## src/core/tdc_pkg.sv

```systemverilog
// Purpose: Shared constants and types for terminal connect and wiper decode
// Assumes: 9-bit register words, one or two resistor networks
// Notes:   Field positions are offsets inside a 4-bit per-network group
package tdc_pkg;

   typedef logic [8:0] tdc_word_t;

   // Command opcodes handed over by the serial protocol engine
   typedef enum logic [1:0] {
      TDC_OP_WRITE = 2'h0,
      TDC_OP_INC   = 2'h1,
      TDC_OP_DEC   = 2'h2,
      TDC_OP_READ  = 2'h3
   } tdc_op_t;

   // Register addresses
   localparam logic [3:0] ADDR_WIPER0 = 4'h0;
   localparam logic [3:0] ADDR_WIPER1 = 4'h1;
   localparam logic [3:0] ADDR_TERM_CTL = 4'h4;

   // Terminal control layout
   localparam tdc_word_t TERM_CTL_RESET = 9'h1FF;
   localparam int        GC_ACCEPT_POS  = 8;
   localparam int        NET_FIELD_W  = 4;
   localparam int        FLD_RUN      = 3;
   localparam int        FLD_A        = 2;
   localparam int        FLD_W        = 1;
   localparam int        FLD_B        = 0;

   // Wiper scale codes
   localparam tdc_word_t WIPER_ZERO   = 9'h000;
   localparam tdc_word_t WIPER_FULL_7 = 9'h080;
   localparam tdc_word_t WIPER_FULL_8 = 9'h100;
   localparam tdc_word_t WIPER_MID_8  = 9'h080;

   // Full-scale code for a given resolution
   function automatic tdc_word_t tdc_full_scale(input int res_bits);
      return (res_bits == 7) ? WIPER_FULL_7 : WIPER_FULL_8;
   endfunction : tdc_full_scale

endpackage : tdc_pkg

```

## src/core/tdc_tap_if.sv

```systemverilog
// Purpose: Carries one network's stored settings to its decoder and back
// Assumes: TAPS equals ladder resistors plus one
// Notes:   ctl side drives settings, dec side drives switch enables
interface tdc_tap_if #(
   parameter int TAPS = 257
);
   import tdc_pkg::*;

   tdc_word_t         wiper;
   logic              run;
   logic              con_a;
   logic              con_w;
   logic              con_b;
   logic [TAPS-1:0]   tap_sel;
   logic              sw_a;
   logic              sw_b;
   logic              sw_w;
   logic              sw_wb_short;

   modport ctl (output wiper, run, con_a, con_w, con_b,
                input  tap_sel, sw_a, sw_b, sw_w, sw_wb_short);
   modport dec (input  wiper, run, con_a, con_w, con_b,
                output tap_sel, sw_a, sw_b, sw_w, sw_wb_short);
endinterface : tdc_tap_if

```

## src/core/tdc_terminal_ctl.sv

```systemverilog
// Purpose: Terminal control register, volatile wipers and ladder tap decode
// Assumes: Commands arrive already parsed from the serial engine, synchronous
// Notes:   cmd_done marks the end of a whole serial command (stop)
module tdc_terminal_ctl
   import tdc_pkg::*;
#(
   parameter int        NUM_NETS    = 2,
   parameter int        RES_BITS    = 8,
   parameter tdc_word_t WIPER_RESET = WIPER_MID_8,
   parameter int        TAPS        = (1 << RES_BITS) + 1
) (
   input  wire logic                     mclk,
   input  wire logic                     rstn,
   input  wire logic                     cmd_valid,
   input  wire tdc_op_t                  cmd_op,
   input  wire logic [3:0]               cmd_addr,
   input  wire tdc_word_t                cmd_wdata,
   input  wire logic                     cmd_done,
   input  wire logic                     net0_lock,
   input  wire logic                     net1_lock,
   output logic [8:0]                    rd_data,
   output logic                          rd_valid,
   output logic                          general_call_accept_enable,
   output logic [NUM_NETS*TAPS-1:0]      tap_sel,
   output logic [NUM_NETS-1:0]           term_a_sw,
   output logic [NUM_NETS-1:0]           term_b_sw,
   output logic [NUM_NETS-1:0]           wiper_sw,
   output logic [NUM_NETS-1:0]           wiper_to_b_sw
);
   localparam tdc_word_t FULL = tdc_full_scale(RES_BITS);

   tdc_word_t tctl_q;
   tdc_word_t tctl_live_q;
   tdc_word_t wiper_q [NUM_NETS];
   logic      seen_q;

   // Step a wiper; both steps are refused in the reserved band above full
   function automatic tdc_word_t next_wiper(input tdc_word_t cur,
                                            input tdc_op_t   op,
                                            input tdc_word_t wdata);
      unique case (op)
         TDC_OP_WRITE: return wdata;
         TDC_OP_INC:   return (cur < FULL) ? tdc_word_t'(cur + 9'h001) : cur;
         TDC_OP_DEC:   return (cur != WIPER_ZERO && cur <= FULL) ?
                              tdc_word_t'(cur - 9'h001) : cur;
         TDC_OP_READ:  return cur;
      endcase
   endfunction : next_wiper

   // Decode of the terminal control write and its lock mask
   wire logic      [1:0] lock    = {net1_lock, net0_lock};
   wire logic            is_wr   = cmd_valid & (cmd_op == TDC_OP_WRITE);
   wire logic            tctl_wr = is_wr & (cmd_addr == ADDR_TERM_CTL);
   wire tdc_word_t       wr_mask = {1'b1, {NET_FIELD_W{~lock[1]}},
                                    {NET_FIELD_W{~lock[0]}}};
   wire tdc_word_t       tctl_d  = tctl_wr ?
                                   ((tctl_q & ~wr_mask) | (cmd_wdata & wr_mask)) : tctl_q;
   // Live copy only moves at command end, so switches never glitch mid-transfer
   wire tdc_word_t       live_d  = cmd_done ? tctl_d : tctl_live_q;

   // Readback mux; unmapped addresses answer zero
   wire logic            rd_req  = cmd_valid & (cmd_op == TDC_OP_READ);
   wire tdc_word_t       rd_sel  =
      (cmd_addr == ADDR_TERM_CTL) ? tctl_q :
      (cmd_addr == ADDR_WIPER0) ? wiper_q[0] :
      (cmd_addr == ADDR_WIPER1 && NUM_NETS > 1) ? wiper_q[NUM_NETS-1] : WIPER_ZERO;

   assign general_call_accept_enable = tctl_live_q[GC_ACCEPT_POS];

   // Terminal control storage, staged and live
   always_ff @(posedge mclk or negedge rstn) begin
      if (!rstn) begin
         tctl_q      <= TERM_CTL_RESET;
         tctl_live_q <= TERM_CTL_RESET;
         seen_q      <= 1'b0;
      end else begin
         tctl_q      <= tctl_d;
         tctl_live_q <= live_d;
         seen_q      <= 1'b1;
      end
   end

   // Read data register
   always_ff @(posedge mclk or negedge rstn) begin
      if (!rstn) begin
         rd_data  <= 9'h000;
         rd_valid <= 1'b0;
      end else begin
         rd_valid <= rd_req;
         if (rd_req) begin
            rd_data <= rd_sel;
         end
      end
   end

   // One wiper register and one decoder per network
   for (genvar n = 0; n < NUM_NETS; n++) begin : g_net                 
      localparam int        LSB  = n * NET_FIELD_W;
      localparam logic[3:0] WADR = (n == 0) ? ADDR_WIPER0 : ADDR_WIPER1;

      wire logic hit = cmd_valid & (cmd_addr == WADR) & ~lock[n];

      tdc_tap_if #(.TAPS(TAPS)) tap_i ();

      always_ff @(posedge mclk or negedge rstn) begin
         if (!rstn) begin
            wiper_q[n] <= WIPER_RESET;
         end else if (hit) begin
            wiper_q[n] <= next_wiper(wiper_q[n], cmd_op, cmd_wdata);
         end
      end

      // Each network reads only its own field of the live copy
      assign tap_i.wiper = wiper_q[n];
      assign tap_i.run   = tctl_live_q[LSB+FLD_RUN];
      assign tap_i.con_a = tctl_live_q[LSB+FLD_A];
      assign tap_i.con_w = tctl_live_q[LSB+FLD_W];
      assign tap_i.con_b = tctl_live_q[LSB+FLD_B];

      tdc_tap_decode #(.RES_BITS(RES_BITS)) u_dec (
         .mclk (mclk),
         .rstn (rstn),
         .tap  (tap_i.dec)
      );

      assign tap_sel[n*TAPS +: TAPS] = tap_i.tap_sel;
      assign term_a_sw[n]            = tap_i.sw_a;
      assign term_b_sw[n]            = tap_i.sw_b;
      assign wiper_sw[n]             = tap_i.sw_w;
      assign wiper_to_b_sw[n]        = tap_i.sw_wb_short;
   end

   // Command strobe of any opcode to wiper 0 that the lock lets through
   wire logic hit_full = cmd_valid & (cmd_addr == ADDR_WIPER0) & ~net0_lock;
endmodule : tdc_terminal_ctl

```

## src/core/tdc_tap_decode.sv

```systemverilog
// Purpose: Turns one network's wiper code and connect bits into switch enables
// Assumes: Wiper code is 9 bits, resolution 7 or 8
// Notes:   All outputs registered, one cycle after the settings change
module tdc_tap_decode
   import tdc_pkg::*;
#(
   parameter int RES_BITS = 8
) (
   input  wire logic  mclk,
   input  wire logic  rstn,
   tdc_tap_if.dec     tap
);
   localparam int        TAPS = (1 << RES_BITS) + 1;
   localparam tdc_word_t FULL = tdc_full_scale(RES_BITS);

   // Codes above full scale still land on the terminal A tap
   wire tdc_word_t       code  = (tap.wiper > FULL) ? FULL : tap.wiper;
   wire [TAPS-1:0]       sel_d = {{(TAPS-1){1'b0}}, 1'b1} << code;

   // Shutdown overrides the stored A and W bits without touching them
   always_ff @(posedge mclk or negedge rstn) begin
      if (!rstn) begin
         tap.tap_sel     <= '0;
         tap.sw_a        <= 1'b0;
         tap.sw_b        <= 1'b0;
         tap.sw_w        <= 1'b0;
         tap.sw_wb_short <= 1'b0;
      end else begin
         tap.tap_sel     <= sel_d;
         tap.sw_a        <= tap.run & tap.con_a;
         tap.sw_b        <= tap.con_b;
         tap.sw_w        <= tap.run & tap.con_w;
         tap.sw_wb_short <= ~tap.run;
      end
   end
endmodule : tdc_tap_decode

```

## config.mk

```make
export PLATFORM = sky130hd
export DESIGN_NAME = tdc_terminal_ctl
export DESIGN_NICKNAME = d
export VERILOG_FILES = /design/src/core/tdc_pkg.sv /design/src/core/tdc_tap_if.sv /design/src/core/tdc_terminal_ctl.sv /design/src/core/tdc_tap_decode.sv
export SDC_FILE = /design/constraint.sdc
export NUM_CORES = 1
export LEC_CHECK = 0
export ABC_AREA = 1
export BUFFER_PORTS_ARGS = -buffer_cell sky130_fd_sc_hd__buf_4
export CORE_AREA = 2 2 215 217
export DETAILED_ROUTE_END_ITERATION = 8
export DIE_AREA = 0 0 217 219
export GPL_TIMING_DRIVEN = 0
export PLACE_DENSITY = 0.79
export RECOVER_POWER = 100
export SYNTH_ARGS = -nofsm -noshare
export SYNTH_HDL_FRONTEND = slang
export SYNTH_SLANG_ARGS = --single-unit
```

## constraint.sdc

```tcl
create_clock -name mclk -period 2.85 [get_ports mclk]
set_clock_uncertainty 0.2 [all_clocks]
set_input_delay 0.1425 -clock mclk [delete_from_list [all_inputs] [get_ports mclk]]
set_output_delay 0.1425 -clock mclk [all_outputs]
set_load 0.02 [all_outputs]
```

### Word-level counts from Yosys, hierarchy flattened

Cells that the tools add are included.

| word-level totals | value |
|---|---|
| register bits after elaboration | 568 |
| bits of input ports | 21 |
| output and inout port bits | 533 |
| logic and storage cells | 77 |

| operators by class | value |
|---|---|
| add/subtract/negate cells | 4 |
| $lt $le $gt $ge | 6 |
| equal/unequal tests | 9 |
| shifts and indexed selects | 2 |
| mux-type cells | 12 |
| bitwise logic cells | 20 |
| reduce and logical (&&, ||, !) cells | 8 |

Operator list:

| operator | count |
|---|---|
| left shift 1 x 9 -> 257 bit, first input constant | 2 |
| 2-to-1 mux 9 bit | 10 |
| one-hot mux 9 bit (3 select lines) | 2 |
| adder 9 x 1 -> 9 bit, second input constant | 2 |
| bitwise AND 9 bit | 2 |
| greater-than comparator 9 bit, second input constant | 2 |
| <= comparator 9 bit, second input constant | 2 |
| < comparator 9 bit, second input constant | 2 |
| nonzero test 9 bit | 2 |
| subtractor 9 x 1 -> 9 bit, second input constant | 2 |
| bitwise AND 1 bit | 11 |
| inverter 9 bit | 1 |
| OR 9 bit | 1 |
| inequality test 2 bit, second input constant | 4 |
| AND reduction 4 bit | 2 |
| inverter 1 bit | 5 |
| equality test 2 bit, second input constant | 2 |
| equality test 4 x 1 -> 1 bit, second input constant | 1 |
| equality test 4 x 3 -> 1 bit, second input constant | 1 |
| logical NOT 4 bit | 1 |
| equality test 2 x 1 -> 1 bit, second input constant | 1 |
| logical AND 1 bit | 2 |
| logical NOT 2 bit | 1 |

### Depth between registers and ports, before layout

| logic depth | value |
|---|---|
| depth in word-level cells | 5 |
| depth in mapped cells | 14 |
| depth with buffers taken out | 12 |

### Modules after synthesis

From an unflattened synthesis, not the netlist that was laid out.

| second synthesis, totals | value |
|---|---|
| cells, all modules | 2051 |
| area total of the unflattened synthesis | 20991.4 µm² |

By module, submodules not included:

| module | times used | cells an instance | area an instance (µm²) | sequential area each (µm²) |
|---|---|---|---|---|
| tdc_tap_decode | 2 | 792 | 8861.0 | 6531.3 |
| tdc_terminal_ctl | 1 | 467 | 3269.4 | 1176.1 |

### Least setup slack after synthesis

Ideal clock, no wire load.

| path | value |
|---|---|
| path kind | register to register |
| start point | register wiper_q (netlist bit g_net[1].tap_i.wiper[4]) |
| end point | register g_net[1].u_dec.tap.tap_sel[193] |
| setup time | 0.072 ns |
| arrival time | 2.271 ns |
| required time | 2.578 ns |
| slack | 0.306 ns |
| cell stages (with the launch flop) | 13 |
| path buffers | 3 |
| period minus slack after synthesis | 2.544 ns |
| path through | dfrtp_1 -> clkbuf_1 -> clkinv_1 -> clkbuf_1 -> nand4_1 -> ha_1 -> buf_4 -> nor2_2 -> nand2_1 -> nor2_2 -> nand4_1 -> or2_1 -> nor2_1 |

| between the ends | value |
|---|---|
| cells in the longest elaborated chain, start to end | 3 |

RTL lines:

| item | line | source |
|---|---|---|
| start, declared | tdc_terminal_ctl.sv:34 | `tdc_word_t wiper_q [NUM_NETS];` |
| start signal, assigned by index | tdc_terminal_ctl.sv:109 | `wiper_q[n] <= next_wiper(wiper_q[n], cmd_op, cmd_wdata);` |
| greater-than comparator 9 bit | tdc_tap_decode.sv:17 | `wire tdc_word_t code = (tap.wiper > FULL) ? FULL : tap.wiper;` |
| 2-to-1 mux 9 bit * | tdc_tap_decode.sv:17 |  |
| left shift 1 x 9 -> 257 bit * | tdc_tap_decode.sv:18 | `wire [TAPS-1:0] sel_d = {{(TAPS-1){1'b0}}, 1'b1} << code;` |
| net g_net[1].u_dec.sel_d[193] | tdc_tap_decode.sv:18 |  |
| end signal, assigned | tdc_tap_decode.sv:29 | `tap.tap_sel <= sel_d;` |
| end, declared | tdc_tap_if.sv:23 | `output tap_sel, sw_a, sw_b, sw_w, sw_wb_short);` |

The timed path passes the listed nets; every way through them passes the cells marked *.
A chain may end at the register's enable or synchronous reset.

### Final worst setup path

| path | value |
|---|---|
| start point | register wiper_q (netlist bit g_net[0].tap_i.wiper[0]) |
| end point | register g_net[0].u_dec.tap.tap_sel[170] |

| between the ends | value |
|---|---|
| cells in the longest elaborated chain, start to end | 3 |

RTL lines:

| item | line |
|---|---|
| greater-than comparator 9 bit | tdc_tap_decode.sv:17 |
| 2-to-1 mux 9 bit * | tdc_tap_decode.sv:17 |
| left shift 1 x 9 -> 257 bit * | tdc_tap_decode.sv:18 |
| net g_net[0].u_dec.sel_d[170] | tdc_tap_decode.sv:18 |
| end signal, assigned | tdc_tap_decode.sv:29 |
| end, declared | tdc_tap_if.sv:23 |

Marks and branches as above.

==> flow_summary.yaml <==
outcome:
  status: "finished with violations"
  violations: "negative hold slack"
synthesis:
  syn_inst: 1977
  ys_ff_latch: 568
  syn_area_um2: 20690
  syn-num-nets: 2020
  synthTopCellsByArea: "dfrtp_1 (66%), nor2_1 (10%), nand2_1 (3.5%), nand3_1 (2.8%), nand4_1 (2.6%)"
  ys_types: 43
  ys_warn_count: 0
  ys_seq_area_share_pct: 68.81
  synth_top_area_cell: "dfrtp_1"
  synth_top_area_share_pct: 66.27
  avgSynthCellArea_um2: 10.47
timing:
  slew_violations: 0
  worst_pin_slew_ns: 0.8982
  final-setup-viol-count: 0
  grt_setup_unrepaired: "true"
  layout_min_cycle_time_ns: 2.829
  fmax_ghz: 0.3535
  finalSetupTns_ns: 0
  period_share_pct: 99.25
  hold_viol: 18
  whs_ns: -0.01762
  finalWorstSetupSlack_ns: 0.02147
  max-slew-margin-rel_pct: 40.12
drt:
  final_antenna_net_count: 0
  vias_per_cell: 5.428
  dr.pass1.iters: 8
  wl_mm: 77.63
  drt-initial-drc-count: 1818
  drc: 0
  vias: 17950
  wl_per_cell_um: 23.47
placement:
  dp_slack_ns: -1.054
  gp_congestion: 0.9310
  dp_hpwl_mm: 56.63
  io_buffers: 552
grt:
  gr-total-overflow: 0
  antenna_found_initial: 0
  grt_pass1_wl_mm: 112.3
  grt_usage_pct: 31.90
  grt_max_degree: 133
  grt_pass1_vias: 18090
setup_path:
  cp.arrival_ns: 3.16
  crit_path_max_fanout: 7
  worstSetupStartpointType: "flop"
  end_kind: "flop"
  critical_path_class: "reg -> reg"
  crit_required_ns: 3.18
clocking:
  insertion_delay_ns: 0.60
  htreeDepth: 2
  clk_pin_slew_ns: 0.06
  cts_root_buf: "clkbuf_16"
  numCtsBuffers: 54
  cts_tree: "done"
  clockBufferDepth: 3
  cts_sinks: 568
power_and_ir_drop:
  powerDensity_nw_per_um2: 734.1
  p_sw_share_pct: 33.22
  seqPwrFrac_pct: 42.7
  combPwrFrac_pct: 21.8
  p_clk_share_pct: 35.5
  p_sw_uw: 6540
  intPower_uw: 13150
  ir_drop_mv: 0.5877
  leakage_uw: 0.01219
floorplan:
  die_w_um: 217
  rows: 78
  die-area_um2: 47520
  io_pins: 554
  die_h_um: 219
  core-area_um2: 45090
  start_util_pct: 45.90
finish:
  diodes: 0
  final_cell_mix: "clkbuf_1 (608), dfrtp_1 (543), nor2_1 (523), nand2_1 (183), nand3_1 (109)"
  final_common_cell: "clkbuf_1"
  n_fill_cell: 4048
  area_growth_pct: 29.59
  layout.nets: 2709
  drive_above_1_share_pct: 13.71
worst_hold_path:
  hp-class: "in -> async"
run:
  maxCapViolCount: 0
state kept, by name, indices dropped and copies added (netlist names):
name	count
g_net.tap_i.wiper	18
rd_valid	1
g_net.u_dec.tap.sw_a	2
rd_data	9
g_net.u_dec.tap.sw_w	2
g_net.u_dec.tap.sw_b	2
g_net.u_dec.tap.sw_wb_short	2
tctl_q	9
g_net.u_dec.tap.tap_sel	514
tctl_live_q	9
routing by layer:
| metal | track usage (%) | vias to the layer above | wire, um |
|---|---|---|---|
| met4 | 14.43 | 2 | 4022 |
| met1 | 37.52 | 8906 | 27450 |
| li1 | - | 7713 | - |
| met5 | 0 | - | 47 |
| met2 | 53.98 | 1084 | 37940 |
| met3 | 9.744 | 246 | 8170 |
cell usage after synthesis, drive strengths merged:
library cell,number
or2,11
buf,50
xnor2,2
and2,1
inv,101
clkbuf,80
a21o,1
o21ai,30
dfrtp,548
a41oi,1
o21a,1
nand3b,8
nor2,569
nand4,86
nand2,197
a31oi,2
a21oi,29
nor4,10
dfstp,20
a22oi,1
nand3,117
fa,2
o22ai,10
ha,20
o22a,8
clkinv,4
nor3,68
logic make-up (layout without fill, tap and decap cells):
| family | after synthesis | count (layout) | synth area share [%] |
|---|---|---|---|
| simple gates | 1067 | 1067 | 22.79 |
| compound gates | 83 | 83 | 2.279 |
| fa+ha+maj | 22 | 22 | 1.403 |
| buf+inv | 235 | 965 | 4.631 |
| flops | 568 | 568 | 68.81 |
| xor+xnor | 2 | 2 | 0.08466 |
timing repair:
action | in CTS | in global routing
hold endpoints to repair | 158 | 0
setup buffers | 12 | 31
hold buffers | 35 | 0
setup endpoints to repair | 531 | 452
resized for setup | 144 | 70
pin swaps | 13 | 25
power by group through the flow:
stage               clock, uW  sequential [uW]  combinational (uW)
floorplan                   0             8600                2080
global placement            0             8540                3530
detailed placement          0             8550                3610
CTS                      7020             8400                4010
global route             7380             8420                4570
finish                   7000             8410                4280
final cells by class:
class / instances / area [um^2] / share of cell area, %
clock buffer: 79 / 1505 / 5.613
multi-input combinational: 1174 / 6056 / 22.58
clock inverter: 18 / 181.4 / 0.6765
sequential: 568 / 14240 / 53.12
buffer: 129 / 676.9 / 2.524
inverter: 105 / 455.4 / 1.698
timing repair buffer: 634 / 2947 / 10.99
tap: 600 / 750.7 / 2.799
per-stage QoR:
stage	power (uW)	cells	area, um^2	utilization (%)	hold WS [ns]
after floorplan	10680	1977	20690	-	-0.3531
after global placement	12070	3129	25590	56.75	0.1914
after detailed placement	12160	3133	25710	57.01	0.05813
after CTS	19440	3276	28370	62.92	0.01955
after global routing	20370	3307	26820	59.48	0.07694
final	19690	3307	26820	59.48	-0.01762
worst paths after layout:
check                      slack, ns  cells after the start               startpoint                         endpoint
setup / recovery                0.02                     14  g_net[0].tap_i.wiper[0]  g_net[0].u_dec.tap.tap_sel[170]
hold / removal                 -0.02                      2                     rstn   g_net[0].u_dec.tap.tap_sel[21]
setup reg to reg                0.02                     14  g_net[0].tap_i.wiper[0]  g_net[0].u_dec.tap.tap_sel[170]
hold reg to reg                 0.21                      0           tctl_live_q[4]          g_net[1].u_dec.tap.sw_b
max in group asynchronous       0.78                      4                     rstn   g_net[0].u_dec.tap.tap_sel[82]
min in group mclk               0.05                      7                cmd_op[0]          g_net[1].tap_i.wiper[7]
worst max-delay path, stage by stage, from the launching register on:
cell,delay (ns)
dfrtp_2,0.44
nor2_4,0.15
nand3_4,0.11
nor2_4,0.12
nand4_1,0.14
ha_2,0.22
buf_8,0.15
nor2_4,0.18
clkinv_4,0.12
buf_4,0.16
nor2_4,0.17
inv_1,0.13
nor3_4,0.20
nand2_1,0.13
nor2_1,0.14
Note: power is estimated with default switching activity, not from simulation.
